==> config.mk <==
export PLATFORM = sky130hd
export DESIGN_NAME = dicu_capture
export DESIGN_NICKNAME = d
export VERILOG_FILES = /design/src/logic/dicu_pkg.sv /design/src/logic/dicu_capture.sv /design/src/logic/dicu_prescale.sv
export SDC_FILE = /design/constraint.sdc
export NUM_CORES = 1
export LEC_CHECK = 0
export BUFFER_PORTS_ARGS = -buffer_cell sky130_fd_sc_hd__buf_2
export CAP_MARGIN = 20
export CORE_UTILIZATION = 60
export CTS_BUF_LIST = sky130_fd_sc_hd__clkbuf_16
export DETAILED_ROUTE_END_ITERATION = 10
export PLACE_DENSITY = 0.82
export SLEW_MARGIN = 10
export SYNTH_ARGS = -nofsm -noshare
export SYNTH_HDL_FRONTEND = slang
export SYNTH_HIERARCHICAL = 1
export SYNTH_SLANG_ARGS = --single-unit
==> constraint.sdc <==
create_clock -name aclk -period 8.5 [get_ports aclk]
set_input_delay 1.275 -clock aclk [delete_from_list [all_inputs] [get_ports aclk]]
set_output_delay 1.275 -clock aclk [all_outputs]
set_load 0.02 [all_outputs]
==> src/logic/dicu_pkg.sv <==
package dicu_pkg;
  // sizes
  localparam int NUM_CH = 2;
  localparam int NUM_PINS = 16;
  localparam int CNT_W = 16;
  localparam int ADDR_W = 8;

  // register byte offsets
  localparam logic [7:0] ADDR_CTRL = 8'h00;
  localparam logic [7:0] ADDR_PRESC = 8'h04;
  localparam logic [7:0] ADDR_CFG0 = 8'h08;
  localparam logic [7:0] ADDR_CFG1 = 8'h0C;
  localparam logic [7:0] ADDR_CAP0 = 8'h10;
  localparam logic [7:0] ADDR_CAP1 = 8'h14;
  localparam logic [7:0] ADDR_STAT = 8'h18;
  localparam logic [7:0] ADDR_MASK = 8'h1C;
  localparam logic [7:0] ADDR_COUNT = 8'h20;

  // control fields
  localparam int CTRL_MODE_LSB = 0;
  localparam int CTRL_SWCLR_BIT = 2;
  localparam int CTRL_SWSTART_BIT = 3;
  localparam int CTRL_SYNC_BIT = 4;

  // channel config fields, then the run bit of the count register
  localparam int CFG_W = 14;
  localparam int CFG_STPIN_LSB = 0;
  localparam int CFG_SPPIN_LSB = 4;
  localparam int CFG_STEDGE_LSB = 8;
  localparam int CFG_SPEDGE_LSB = 10;
  localparam int CFG_CAPST_BIT = 12;
  localparam int CFG_CAPSP_BIT = 13;
  localparam int COUNT_RUN_BIT = 16;

  // reset values
  localparam logic [7:0] RST_PRESC = 8'h00;
  localparam logic [13:0] RST_CFG = 14'h0000;
  localparam logic [1:0] RST_MASK = 2'h0;

  // bus responses
  localparam logic [1:0] RESP_OKAY = 2'h0;
  localparam logic [1:0] RESP_SLVERR = 2'h2;

  // counter run modes
  typedef enum logic [1:0] {
    MODE_GATE = 2'b00,
    MODE_FREE = 2'b01,
    MODE_UNTIL = 2'b10,
    MODE_PULSE = 2'b11
  } dicu_mode_t;

  // edge selection
  typedef enum logic [1:0] {
    EDGE_OFF = 2'b00,
    EDGE_RISE = 2'b01,
    EDGE_FALL = 2'b10,
    EDGE_BOTH = 2'b11
  } dicu_edge_t;
endpackage

==> src/logic/dicu_capture.sv <==
`timescale 1ns/1ps
// Summary of operation
// each channel detects rising, falling or both edges on one of sixteen pins
// a shared 16-bit counter supplies the time stamp for captures
// counter advances on the prescale tick, full rate down to 1/256
// gate mode: start condition begins counting, stop condition halts it
// counter may also run freely or run until a stop condition
// start or stop condition can latch the counter value instead
// start and stop may use one pin with different edge polarity
// start and stop may come from two different pins
// pulse mode: first edge clears and starts, second edge captures
// capture on start, stop or both; interrupt per capture when enabled
// software can clear and start the counter; inputs then capture
// counter can be cleared by the match timer output load tick
// pins pass a synchroniser; each edge gives one one-cycle event
module dicu_capture (
  // clock and reset
  input wire logic aclk,
  input wire logic aresetn,
  // axi4-lite write
  input wire logic [dicu_pkg::ADDR_W-1:0] awaddr,
  input wire logic awvalid,
  output logic awready,
  input wire logic [31:0] wdata,
  input wire logic [3:0] wstrb,
  input wire logic wvalid,
  output logic wready,
  output logic [1:0] bresp,
  output logic bvalid,
  input wire logic bready,
  // axi4-lite read
  input wire logic [dicu_pkg::ADDR_W-1:0] araddr,
  input wire logic arvalid,
  output logic arready,
  output logic [31:0] rdata,
  output logic [1:0] rresp,
  output logic rvalid,
  input wire logic rready,
  // event pins and timer sync
  input wire logic [dicu_pkg::NUM_PINS-1:0] cap_pins,
  input wire logic sync_load_tick,
  // interrupt
  output logic irq
);
  import dicu_pkg::*;

  typedef struct packed {
    logic [15:0] s1;
    logic [15:0] s2;
    logic [15:0] s3;
    logic [15:0] cnt;
    logic running;
    dicu_mode_t mode;
    logic sync_en;
    logic [7:0] presc;
    logic [1:0][13:0] cfg;
    logic [1:0][15:0] cap;
    logic [1:0] stat;
    logic [1:0] mask;
    logic aw_held;
    logic w_held;
    logic [7:0] awaddr;
    logic [31:0] wdata;
    logic [3:0] wstrb;
    logic awready;
    logic wready;
    logic bvalid;
    logic [1:0] bresp;
    logic arready;
    logic rvalid;
    logic [1:0] rresp;
    logic [31:0] rdata;
    logic irq;
  } dicu_state_t;

  dicu_state_t r_reg;
  dicu_state_t r_next;
  logic tick;
  logic [1:0] st_ev;
  logic [1:0] sp_ev;
  logic do_wr;
  logic sw_clr;
  logic sw_start;
  logic [1:0] cap_set;
  logic [1:0] st_run;
  logic [1:0] sp_run;

  // edge test on a chosen synchronised pin
  function automatic logic edge_hit(input logic [15:0] cur, input logic [15:0] prev,
                                    input logic [3:0] pin, input logic [1:0] sel);
    logic rise;
    logic fall;
    rise = cur[pin] & ~prev[pin];
    fall = ~cur[pin] & prev[pin];
    case (sel)
      EDGE_RISE: edge_hit = rise;
      EDGE_FALL: edge_hit = fall;
      EDGE_BOTH: edge_hit = rise | fall;
      default: edge_hit = 1'b0;
    endcase
  endfunction

  // address decode shared by read and write
  function automatic logic addr_known(input logic [7:0] a);
    case (a)
      ADDR_CTRL, ADDR_PRESC, ADDR_CFG0, ADDR_CFG1, ADDR_CAP0, ADDR_CAP1,
      ADDR_STAT, ADDR_MASK, ADDR_COUNT: addr_known = 1'b1;
      default: addr_known = 1'b0;
    endcase
  endfunction

  // byte-lane merge of a write
  function automatic logic [31:0] wmerge(input logic [31:0] old, input logic [31:0] d,
                                         input logic [3:0] strb);
    logic [31:0] m;
    m = {{8{strb[3]}}, {8{strb[2]}}, {8{strb[1]}}, {8{strb[0]}}};
    wmerge = (old & ~m) | (d & m);
  endfunction

  // per-channel start and stop events from their own pins and edges
  generate
    for (genvar c = 0; c < NUM_CH; c++) begin : g_ch
      assign st_ev[c] = edge_hit(r_reg.s2, r_reg.s3,
        r_reg.cfg[c][CFG_STPIN_LSB +: 4], r_reg.cfg[c][CFG_STEDGE_LSB +: 2]);
      assign sp_ev[c] = edge_hit(r_reg.s2, r_reg.s3,
        r_reg.cfg[c][CFG_SPPIN_LSB +: 4], r_reg.cfg[c][CFG_SPEDGE_LSB +: 2]);
      assign cap_set[c] = (st_ev[c] & r_reg.cfg[c][CFG_CAPST_BIT])
                        | (sp_ev[c] & r_reg.cfg[c][CFG_CAPSP_BIT]);
      // a condition chosen for capture latches only, it leaves run control alone
      assign st_run[c] = st_ev[c] & ~r_reg.cfg[c][CFG_CAPST_BIT];
      assign sp_run[c] = sp_ev[c] & ~r_reg.cfg[c][CFG_CAPSP_BIT];
    end
  endgenerate

  // write strobes that act as commands
  assign do_wr = r_reg.aw_held && r_reg.w_held && !r_reg.bvalid;
  assign sw_clr = do_wr && (r_reg.awaddr == ADDR_CTRL) && r_reg.wstrb[0]
                  && r_reg.wdata[CTRL_SWCLR_BIT];
  assign sw_start = do_wr && (r_reg.awaddr == ADDR_CTRL) && r_reg.wstrb[0]
                    && r_reg.wdata[CTRL_SWSTART_BIT];

  // count rate divider
  dicu_prescale u_prescale (
    .aclk(aclk),
    .aresetn(aresetn),
    .div(r_reg.presc),
    .tick(tick)
  );

  // next-state logic
  always_comb begin
    logic [31:0] cur;
    logic [31:0] nw;
    logic [1:0] w1c;
    logic start_any;
    logic stop_any;
    cur = 32'h0000_0000;
    nw = 32'h0000_0000;
    w1c = 2'h0;
    start_any = |st_run;
    stop_any = |sp_run;
    r_next = r_reg;
    // three-stage pin synchroniser
    r_next.s1 = cap_pins;
    r_next.s2 = r_reg.s1;
    r_next.s3 = r_reg.s2;
    // write address and data taken in either order
    if (r_reg.awready && awvalid) begin
      r_next.awaddr = awaddr;
      r_next.aw_held = 1'b1;
    end
    if (r_reg.wready && wvalid) begin
      r_next.wdata = wdata;
      r_next.wstrb = wstrb;
      r_next.w_held = 1'b1;
    end
    if (r_reg.bvalid && bready) begin
      r_next.bvalid = 1'b0;
    end
    // register write
    if (do_wr) begin
      r_next.aw_held = 1'b0;
      r_next.w_held = 1'b0;
      r_next.bvalid = 1'b1;
      r_next.bresp = addr_known(r_reg.awaddr) ? RESP_OKAY : RESP_SLVERR;
      case (r_reg.awaddr)
        ADDR_CTRL: begin
          cur = {27'h0, r_reg.sync_en, 2'h0, r_reg.mode};
          nw = wmerge(cur, r_reg.wdata, r_reg.wstrb);
          r_next.mode = dicu_mode_t'(nw[CTRL_MODE_LSB +: 2]);
          r_next.sync_en = nw[CTRL_SYNC_BIT];
        end
        ADDR_PRESC: begin
          nw = wmerge({24'h0, r_reg.presc}, r_reg.wdata, r_reg.wstrb);
          r_next.presc = nw[7:0];
        end
        ADDR_CFG0: begin
          nw = wmerge({18'h0, r_reg.cfg[0]}, r_reg.wdata, r_reg.wstrb);
          r_next.cfg[0] = nw[CFG_W-1:0];
        end
        ADDR_CFG1: begin
          nw = wmerge({18'h0, r_reg.cfg[1]}, r_reg.wdata, r_reg.wstrb);
          r_next.cfg[1] = nw[CFG_W-1:0];
        end
        ADDR_STAT: begin
          if (r_reg.wstrb[0]) begin
            w1c = r_reg.wdata[1:0];
          end
        end
        ADDR_MASK: begin
          nw = wmerge({30'h0, r_reg.mask}, r_reg.wdata, r_reg.wstrb);
          r_next.mask = nw[1:0];
        end
        default: begin
          nw = 32'h0000_0000;
        end
      endcase
    end
    r_next.awready = !r_next.aw_held && !r_next.bvalid;
    r_next.wready = !r_next.w_held && !r_next.bvalid;
    // register read
    if (r_reg.rvalid && rready) begin
      r_next.rvalid = 1'b0;
    end
    if (r_reg.arready && arvalid) begin
      r_next.rvalid = 1'b1;
      r_next.rresp = addr_known(araddr) ? RESP_OKAY : RESP_SLVERR;
      case (araddr)
        ADDR_CTRL: r_next.rdata = {27'h0, r_reg.sync_en, 2'h0, r_reg.mode};
        ADDR_PRESC: r_next.rdata = {24'h0, r_reg.presc};
        ADDR_CFG0: r_next.rdata = {18'h0, r_reg.cfg[0]};
        ADDR_CFG1: r_next.rdata = {18'h0, r_reg.cfg[1]};
        ADDR_CAP0: r_next.rdata = {16'h0, r_reg.cap[0]};
        ADDR_CAP1: r_next.rdata = {16'h0, r_reg.cap[1]};
        ADDR_STAT: r_next.rdata = {30'h0, r_reg.stat};
        ADDR_MASK: r_next.rdata = {30'h0, r_reg.mask};
        ADDR_COUNT: r_next.rdata = {15'h0, r_reg.running, r_reg.cnt};
        default: r_next.rdata = 32'h0000_0000;
      endcase
    end
    r_next.arready = !r_next.rvalid;
    // run control per mode
    case (r_reg.mode)
      MODE_GATE: begin
        if (start_any) begin
          r_next.running = 1'b1;
        end else if (stop_any) begin
          r_next.running = 1'b0;
        end
      end
      MODE_FREE: r_next.running = 1'b1;
      MODE_UNTIL: begin
        if (stop_any) begin
          r_next.running = 1'b0;
        end
      end
      MODE_PULSE: begin
        if (start_any) begin
          r_next.running = 1'b1;
        end else if (stop_any) begin
          r_next.running = 1'b0;
        end
      end
      default: r_next.running = r_reg.running;
    endcase
    if (sw_start) begin
      r_next.running = 1'b1;
    end
    // counter: clear, restart or advance
    if (sw_clr || (r_reg.sync_en && sync_load_tick)) begin
      r_next.cnt = 16'h0000;
    end else if (r_reg.mode == MODE_PULSE && start_any) begin
      r_next.cnt = 16'h0000;
    end else if (r_reg.running && tick) begin
      r_next.cnt = r_reg.cnt + 16'h0001;
    end
    // captures latch the count, set wins over clear
    for (int c = 0; c < NUM_CH; c++) begin
      if (cap_set[c]) begin
        r_next.cap[c] = r_reg.cnt;
      end
    end
    r_next.stat = (r_reg.stat & ~w1c) | cap_set;
    r_next.irq = |(r_next.stat & r_next.mask);
  end

  // state register
  always_ff @(posedge aclk) begin
    if (!aresetn) begin
      r_reg <= '0;
    end else begin
      r_reg <= r_next;
    end
  end

  // outputs straight from flops
  assign awready = r_reg.awready;
  assign wready = r_reg.wready;
  assign bvalid = r_reg.bvalid;
  assign bresp = r_reg.bresp;
  assign arready = r_reg.arready;
  assign rvalid = r_reg.rvalid;
  assign rresp = r_reg.rresp;
  assign rdata = r_reg.rdata;
  assign irq = r_reg.irq;

  // checks
  localparam int BRSP_MIN = 1;
  localparam int BRSP_MAX = 2;
endmodule // dicu_capture

==> src/logic/dicu_prescale.sv <==
`timescale 1ns/1ps
module dicu_prescale (
  // clock and reset
  input wire logic aclk,
  input wire logic aresetn,
  // divide setting, tick out
  input wire logic [7:0] div,
  output logic tick
);
  import dicu_pkg::*;

  typedef struct packed {
    logic [7:0] cnt;
    logic tick;
  } dicu_psc_t;

  dicu_psc_t r_reg;
  dicu_psc_t r_next;

  // count down, tick once per div+1 clocks
  always_comb begin
    r_next = r_reg;
    r_next.tick = 1'b0;
    if (r_reg.cnt == 8'h00) begin
      r_next.tick = 1'b1;
      r_next.cnt = div;
    end else begin
      r_next.cnt = r_reg.cnt - 8'h01;
    end
  end

  always_ff @(posedge aclk) begin
    if (!aresetn) begin
      r_reg <= '0;
    end else begin
      r_reg <= r_next;
    end
  end

  assign tick = r_reg.tick;
endmodule // dicu_prescale

==> results of run 1 <==
## layout make-up
class                           instances  area (µm²)  share of cell area (%)
Inverter                               19        71.3                   0.692
Sequential cell                       200        4000                    38.8
Tap cell                              211         264                    2.56
Clock buffer                           17         425                    4.13
Timing Repair Buffer                   89         468                    4.54
Multi-Input combinational cell        705        4890                    47.4
Clock inverter                         15         185                    1.80
## cell families after synthesis
group                      Yosys count  share of synthesized area [%]
and+or+nand+nor                    358                           19.2
AOI/OAI and AO/OA                  206                           13.2
DFF                                200                           42.6
buffers and inverters              112                           6.05
muxes                               93                           15.4
xor gates and xnor gates            17                           1.59
adders and majority gates           14                           1.86
other                                1                         0.0399
## cells in the mapped netlist (4+ instances only)
library cell / number
buf_4: 36
buf_2: 4
clkbuf_1: 49
nand2_1: 105
a31oi_1: 5
xor2_1: 9
a22o_1: 7
nand3_1: 58
xnor2_1: 8
nor2b_1: 8
a211oi_1: 10
inv_1: 18
a311oi_1: 4
and2_1: 53
o21ai_0: 48
mux2i_1: 49
nand2b_1: 9
a22oi_1: 11
dfxtp_1: 200
ha_1: 14
mux4_2: 41
nor3_1: 30
a21oi_1: 84
or3_1: 5
nor4_1: 4
o22ai_1: 7
nor2_1: 56
## worst max-delay path by stage
stage	from	cells after the start	end	slack (ps)
after floorplan	flip-flop	11	r_reg[115]$_SDFFE_PN0P_	5190
after global placement	flip-flop	8	r_reg[122]$_SDFFE_PN0P_	4760
after detailed placement	flip-flop	8	r_reg[105]$_SDFFE_PN0P_	4750
after CTS	flip-flop	8	r_reg[102]$_SDFFE_PN0P_	4700
after global routing	flip-flop	10	r_reg[116]$_SDFFE_PN0P_	4670
final	flip-flop	9	r_reg[109]$_SDFFE_PN0P_	4860
## metrics by stage
stage	hold WS, ps	setup slack [ps]	cells
2_1_floorplan	412	5190	1017
3_3_place_gp	415	4760	1222
3_5_place_dp	418	4750	1223
4_1_cts	436	4700	1255
5_1_grt	448	4670	1256
6_report	433	4860	1256
## report_power, final
group | switching (W) | total, W | leakage, nW | internal, W
Sequential | 0.0000377 | 0.00101 | 1.63 | 0.000973
Combinational | 0.000124 | 0.000216 | 1.97 | 0.0000916
Clock | 0.000385 | 0.000831 | 0.293 | 0.000446
## layer usage
| layer | share of wire [%] | vias to the layer above |
|---|---|---|
| li1 | - | 3590 |
| met1 | 42 | 3681 |
| met2 | 47 | 461 |
| met3 | 9.0 | 59 |
| met4 | 2.8 | 0 |
| met5 | 0 | - |
## worst register-to-register path, delay by kind of cell, from the launching register on
family | cells | cell delay (ps)
and+or+nand+nor | 1 | 90
adders and majority gates | 1 | 290
AOI/OAI and AO/OA | 4 | 1040
DFF | 1 | 710
buffers and inverters | 1 | 290
muxes | 2 | 1130
==> out/metrics.csv, run 1 <==
stage;metric;value;unit
yosys;cell area after synthesis;9390;µm²
detailed_routing;routed length per placed instance;18.9;µm
layout;most frequent cells in the layout;dfxtp_1, nand2_1, a21oi_1;
setup_path;critical path buffer and inverter count;1;
global_route;global-route met2 utilization;49.0;%
placement;Buffers on Ports;80;
sta;Finish-stage setup viols;0;
setup_path;Worst Path Max Fanout;10;
global_route;busiest grt layer;met2;
sta;RSZ-0062 raised after global routing;false;
yosys;share of the synthesized area in the top cell type;42.6;%
sta;Tcrit/Tclk final;42.8;%
layout;final core utilization;67.6;%
yosys;cell taking the most area after synthesis;dfxtp_1;
setup_path;Crit Path Class;reg2reg;
sta;Least-Margin Pin Slew;1030;ps
clock_network;Max H-tree Level;4;
setup_path;reg2reg path depth;9;
power_and_ir_drop;Total Power;0.00206;W
setup_path;Max stage delay on crit path;710;ps
detailed_routing;Pre-Repair DR Iteration Count;7;
clock_network;CTS Hold Bufs;0;
yosys;ys flop type;dfxtp_1;
placement;post-detail-place hpwl;16.3;mm
layout;share of cells above drive strength 1;16.9;%
floorplanning;Core Area;15300;µm²
worst_hold_path;Hold EP;r_next[193]$_SDFF_PN0_;
clock_network;setup bufs post-CTS;0;
setup_path;Cell Chain, Critical Path;mux4_2 -> mux4_2 -> ha_1 -> nor2b_1 -> o21ai_0 -> a21boi_1 -> buf_4 -> o21ai_0 -> a21oi_1;
power_and_ir_drop;LEAKAGE;3.89;nW
clock_network;root buffer cell;clkbuf_16;
layout;Final nets;1122;
clock_network;clock buffer depth;2;
global_route;largest net degree at the start of global routing;66;
layout;Layout fillers;1199;
yosys;EDFF count, synth;0;
placement;GP Congestion;0.913;
floorplanning;DIE AREA;16200;µm²
clock_network;# clock sinks;200;
detailed_routing;vias per cell;6.20;
clock_network;post-cts sizing count;0;
setup_path;CP top delay family;multiplexers;
yosys;Synth Register Bits;200;
layout;most common cell after layout, fill and taps aside;dfxtp_1;
global_route;initial antenna violation count;0;
worst_hold_path;Hold Path Origin;r_next[209]$_SDFF_PN0_;
floorplanning;# rows;45;
sta;relative slew slack;30.9;%
sta;setup TNS;0;ps
setup_path;reg2reg end;r_reg[109]$_SDFFE_PN0P_;
sta;Fmax;0.275;GHz
clock_network;CTS tree;done;
power_and_ir_drop;power density over cell area;200;nW/µm²
floorplanning;Initial Util;61.6;%
setup_path;arrival time worst endpoint;4000;ps
job;Max-Cap Viols;0;
floorplanning;# IOs;118;
detailed_routing;Iter 0 DRT Violations;1038;
layout;Layout area overhead;9.74;%
sta;crit path time final;3640;ps
global_route;met3 track demand over resource;6.70;%
sta;Slew Limit Fails;0;
placement;placed cell areas;9690;µm²
detailed_routing;total wire length;23.7;mm
yosys;synth warn;6;
floorplanning;die width;127;µm
setup_path;Critical-path top delay cell;dfxtp_1;
sta;final hold violation count;0;
yosys;ys async rst share;0;%
power_and_ir_drop;maximum vdd drop;0.000150;V
global_route;GRT overflow;0;
worst_hold_path;worst hold path depth;1;
yosys;synth unique cells;65;
global_route;GR Layer Usage met1;39.4;%
yosys;Synth Area per Inst;9.38;µm²
global_route;via count of the first global-routing pass;7327;
detailed_routing;Post-DRT Antenna Nets;0;
outcome;outcome;finished clean;
detailed_routing;via count;7791;
clock_network;Clk Latency, worst-skew pair;440;ps
layout;antenna cells;0;
detailed_routing;DRC Markers;0;
worst_hold_path;Min-Delay Path Class;reg2reg;
floorplanning;chip height;127;µm
yosys;Synth Instances;1001;
setup_path;Worst setup SP type;flip-flop;
setup_path;reg2reg setup slack;4860;ps
setup_path;required time of the critical path;8860;ps
layout;Finished Cell Area;10300;µm²
clock_network;clock slew at reported path FFs;80;ps
yosys;post-synthesis sequential area ratio;42.6;%
setup_path;Worst Setup End Kind;flip-flop;
global_route;GRT Util Overall;30.3;%
global_route;global-route wire length before repair;37.9;mm
clock_network;CTS Buf Count;17;
yosys;largest cells by area after synthesis;dfxtp_1, mux4_2, mux2i_1, a21oi_1, nand2_1;
sta;Setup Skew;11.6;ps
Power figures use the tool's default switching activity.
==> inputs of run 2 (changes only) <==
--- a/config.mk
+++ b/config.mk
@@ -5,12 +5,13 @@
 export SDC_FILE = /design/constraint.sdc
 export NUM_CORES = 1
 export LEC_CHECK = 0
+export ABC_AREA = 1
 export BUFFER_PORTS_ARGS = -buffer_cell sky130_fd_sc_hd__buf_2
 export CAP_MARGIN = 20
-export CORE_UTILIZATION = 60
+export CORE_UTILIZATION = 59
 export CTS_BUF_LIST = sky130_fd_sc_hd__clkbuf_16
 export DETAILED_ROUTE_END_ITERATION = 10
-export PLACE_DENSITY = 0.82
+export PLACE_DENSITY = 0.81
 export SLEW_MARGIN = 10
 export SYNTH_ARGS = -nofsm -noshare
 export SYNTH_HDL_FRONTEND = slang
==> constraint.sdc (replaced) <==
create_clock -name aclk -period 3.8 [get_ports aclk]
set_input_delay 0.57 -clock aclk [delete_from_list [all_inputs] [get_ports aclk]]
set_output_delay 0.57 -clock aclk [all_outputs]
set_load 0.02 [all_outputs]
==> run 2 against run 1 <==
Effect of this change:
- wire length rose by 7.3%
- largest cell class unchanged
- worst hold slack worse by 130 ps
- flip-flop and latch count stayed put
- combinational power grew to 2.5 times the previous value
==> out/metrics.csv, run 2 <==
stage;metric;value;unit
clock_network;clock buffer depth;2;
setup_path;Worst setup SP type;flip-flop;
power_and_ir_drop;maximum vdd drop;0.000354;V
setup_path;Crit Path Class;reg2reg;
sta;Fmax;0.296;GHz
layout;final core utilization;66.1;%
yosys;cell taking the most area after synthesis;dfxtp_1;
yosys;cell area after synthesis;9810;µm²
floorplanning;die width;131;µm
clock_network;clock slew at reported path FFs;80;ps
placement;Inst Count DP;1612;
outcome;outcome;finished clean;
floorplanning;# rows;46;
floorplanning;# IOs;118;
yosys;Synth Instances;1390;
yosys;Synth top cells by count;nand2_1, dfxtp_1, o21ai_0;
worst_hold_path;Min-Delay Path Class;in2reg;
floorplanning;DIE AREA;17200;µm²
detailed_routing;via count;9138;
power_and_ir_drop;LEAKAGE;4.64;nW
setup_path;Worst Path Max Fanout;17;
yosys;count leader, synth;nand2_1;
layout;Non-Filler Instances;1644;
layout;Layout area overhead;8.13;%
yosys;synth warn;6;
sta;Least-Margin Pin Slew;709;ps
placement;post-detail-place hpwl;18.0;mm
layout;share of cells above drive strength 1;12.3;%
yosys;ys async rst share;0;%
global_route;initial antenna violation count;0;
yosys;EDFF count, synth;0;
placement;Buffers on Ports;80;
clock_network;CTS Hold Bufs;0;
yosys;largest cells by area after synthesis;dfxtp_1, o21ai_0, nand2_1, a21oi_1, inv_1;
yosys;ys flop type;dfxtp_1;
setup_path;Worst Setup End Kind;flip-flop;
setup_path;arrival time worst endpoint;3760;ps
layout;most common cell after layout, fill and taps aside;nand2_1;
detailed_routing;Post-DRT Antenna Nets;0;
global_route;largest net degree at the start of global routing;85;
clock_network;CTS Buf Count;17;
sta;Setup WS post-layout;417;ps
floorplanning;Initial Util;61.1;%
yosys;Synth Area per Inst;7.06;µm²
sta;Finish-stage setup viols;0;
yosys;share of the synthesized area in the top cell type;40.8;%
global_route;global-route wire length before repair;40.5;mm
yosys;synth unique cells;40;
clock_network;CTS tree;done;
layout;Final nets;1505;
sta;relative slew slack;52.6;%
clock_network;# clock sinks;200;
sta;Tcrit/Tclk final;89.0;%
sta;setup TNS;0;ps
detailed_routing;Pre-Repair DR Iteration Count;6;
clock_network;root buffer cell;clkbuf_16;
sta;RSZ-0062 raised after global routing;false;
layout;antenna cells;0;
detailed_routing;routed length per placed instance;15.5;µm
setup_path;required time of the critical path;4180;ps
clock_network;Clk Latency, worst-skew pair;450;ps
placement;GP Congestion;0.980;
sta;Slew Limit Fails;0;
detailed_routing;vias per cell;5.56;
sta;final hold violation count;0;
power_and_ir_drop;power density over cell area;432;nW/µm²
job;Max-Cap Viols;0;
clock_network;post-cts sizing count;0;
sta;Setup Skew;11.1;ps
setup_path;reg2reg setup slack;420;ps
global_route;via count of the first global-routing pass;8180;
power_and_ir_drop;Total Power;0.00459;W
floorplanning;chip height;131;µm
floorplanning;Core Area;16100;µm²
global_route;GRT overflow;0;
placement;Setup WS pre-CTS;622;ps
yosys;Synth Register Bits;200;
yosys;post-synthesis sequential area ratio;40.8;%
global_route;GRT Util Overall;30.9;%
layout;Layout fillers;1379;
detailed_routing;DRC Markers;0;
clock_network;Max H-tree Level;4;
layout;most frequent cells in the layout;nand2_1, dfxtp_1, o21ai_0;
detailed_routing;Iter 0 DRT Violations;1028;
detailed_routing;total wire length;25.5;mm
sta;crit path time final;3380;ps
clock_network;setup bufs post-CTS;0;
==> run 2: cell count changes in the layout (fill, tap and decap cells not counted), moves of 41 or more <==
cell,before,now
and2_1,53,0
inv_1,18,171
nor2_1,56,125
mux4_2,41,0
a21oi_1,84,135
mux2i_1,49,0
o21ai_0,48,177
nand3_1,58,105
nand2_1,105,229
==> run 2: cell families (layout without fill, tap and decap cells) <==
logic type,after synthesis,count (layout),synth area share [%]
AOI/OAI and AO/OA,372,372,20.1
xor gates and xnor gates,9,9,0.803
adders and majority gates,14,14,1.79
DFF,200,200,40.8
and+or+nand+nor,513,513,23.5
buffers and inverters,281,303,13.0
other,1,17,0.0382
==> run 2: metrics by stage <==
step	cell area, µm²	hold slack (ps)
2_1_floorplan	9870	390
6_report	10600	299
4_1_cts	10600	289
3_3_place_gp	10000	392
3_5_place_dp	10000	397
5_1_grt	10600	310
==> run 2: final timing paths <==
| kind | from | end | cells past startpoint |
|---|---|---|---|
| setup / recovery | flip-flop | r_reg[111]$_SDFFE_PN0P_ | 15 |
| hold reg to reg | r_next[209]$_SDFF_PN0_ | r_next[193]$_SDFF_PN0_ | 2 |
| hold / removal | cap_pins[3] | r_next[199]$_SDFF_PN0_ | 3 |
| setup reg to reg | flip-flop | r_reg[111]$_SDFFE_PN0P_ | 15 |
==> run 2: routing by layer <==
metal  global-route usage (%)  part of all wire [%]  vias to the layer above
li1                         -                     -                     4531
met5                        0                     0                        -
met3                     6.07                   9.3                       48
met4                     13.3                   2.0                        0
met1                     42.0                    44                     4092
met2                     47.7                    45                      467
==> run 2: power by group <==
part	total, W	leakage (nW)	switching [W]	internal [W]
combinational	0.000543	2.73	0.000356	0.000187
sequential	0.00226	1.63	0.0000823	0.00218
clock	0.00179	0.282	0.000909	0.000877
total	0.00459	4.64	0.00135	0.00324
==> run 2: layout make-up <==
class	instances	area (µm²)	share of cell area, %
Clock inverter	15	151	1.43
Clock buffer	17	425	4.01
Inverter	181	684	6.45
Timing Repair Buffer	90	478	4.50
Tap cell	216	270	2.55
Sequential cell	200	4000	37.7
Multi-Input combinational cell	925	4600	43.3
==> run 2: critical path, cell delays in order (launching register included) <==
cell and delay, ps:
dfxtp_1 650, inv_1 270, o21ai_0 240, o21ai_0 120, o221ai_1 230, nand2_1 130
inv_1 80, ha_1 230, a21oi_1 140, o21ai_0 110, nand2_1 110, nand2_1 60
nand2_1 400, buf_4 300, o21ai_0 110, a21oi_1 150
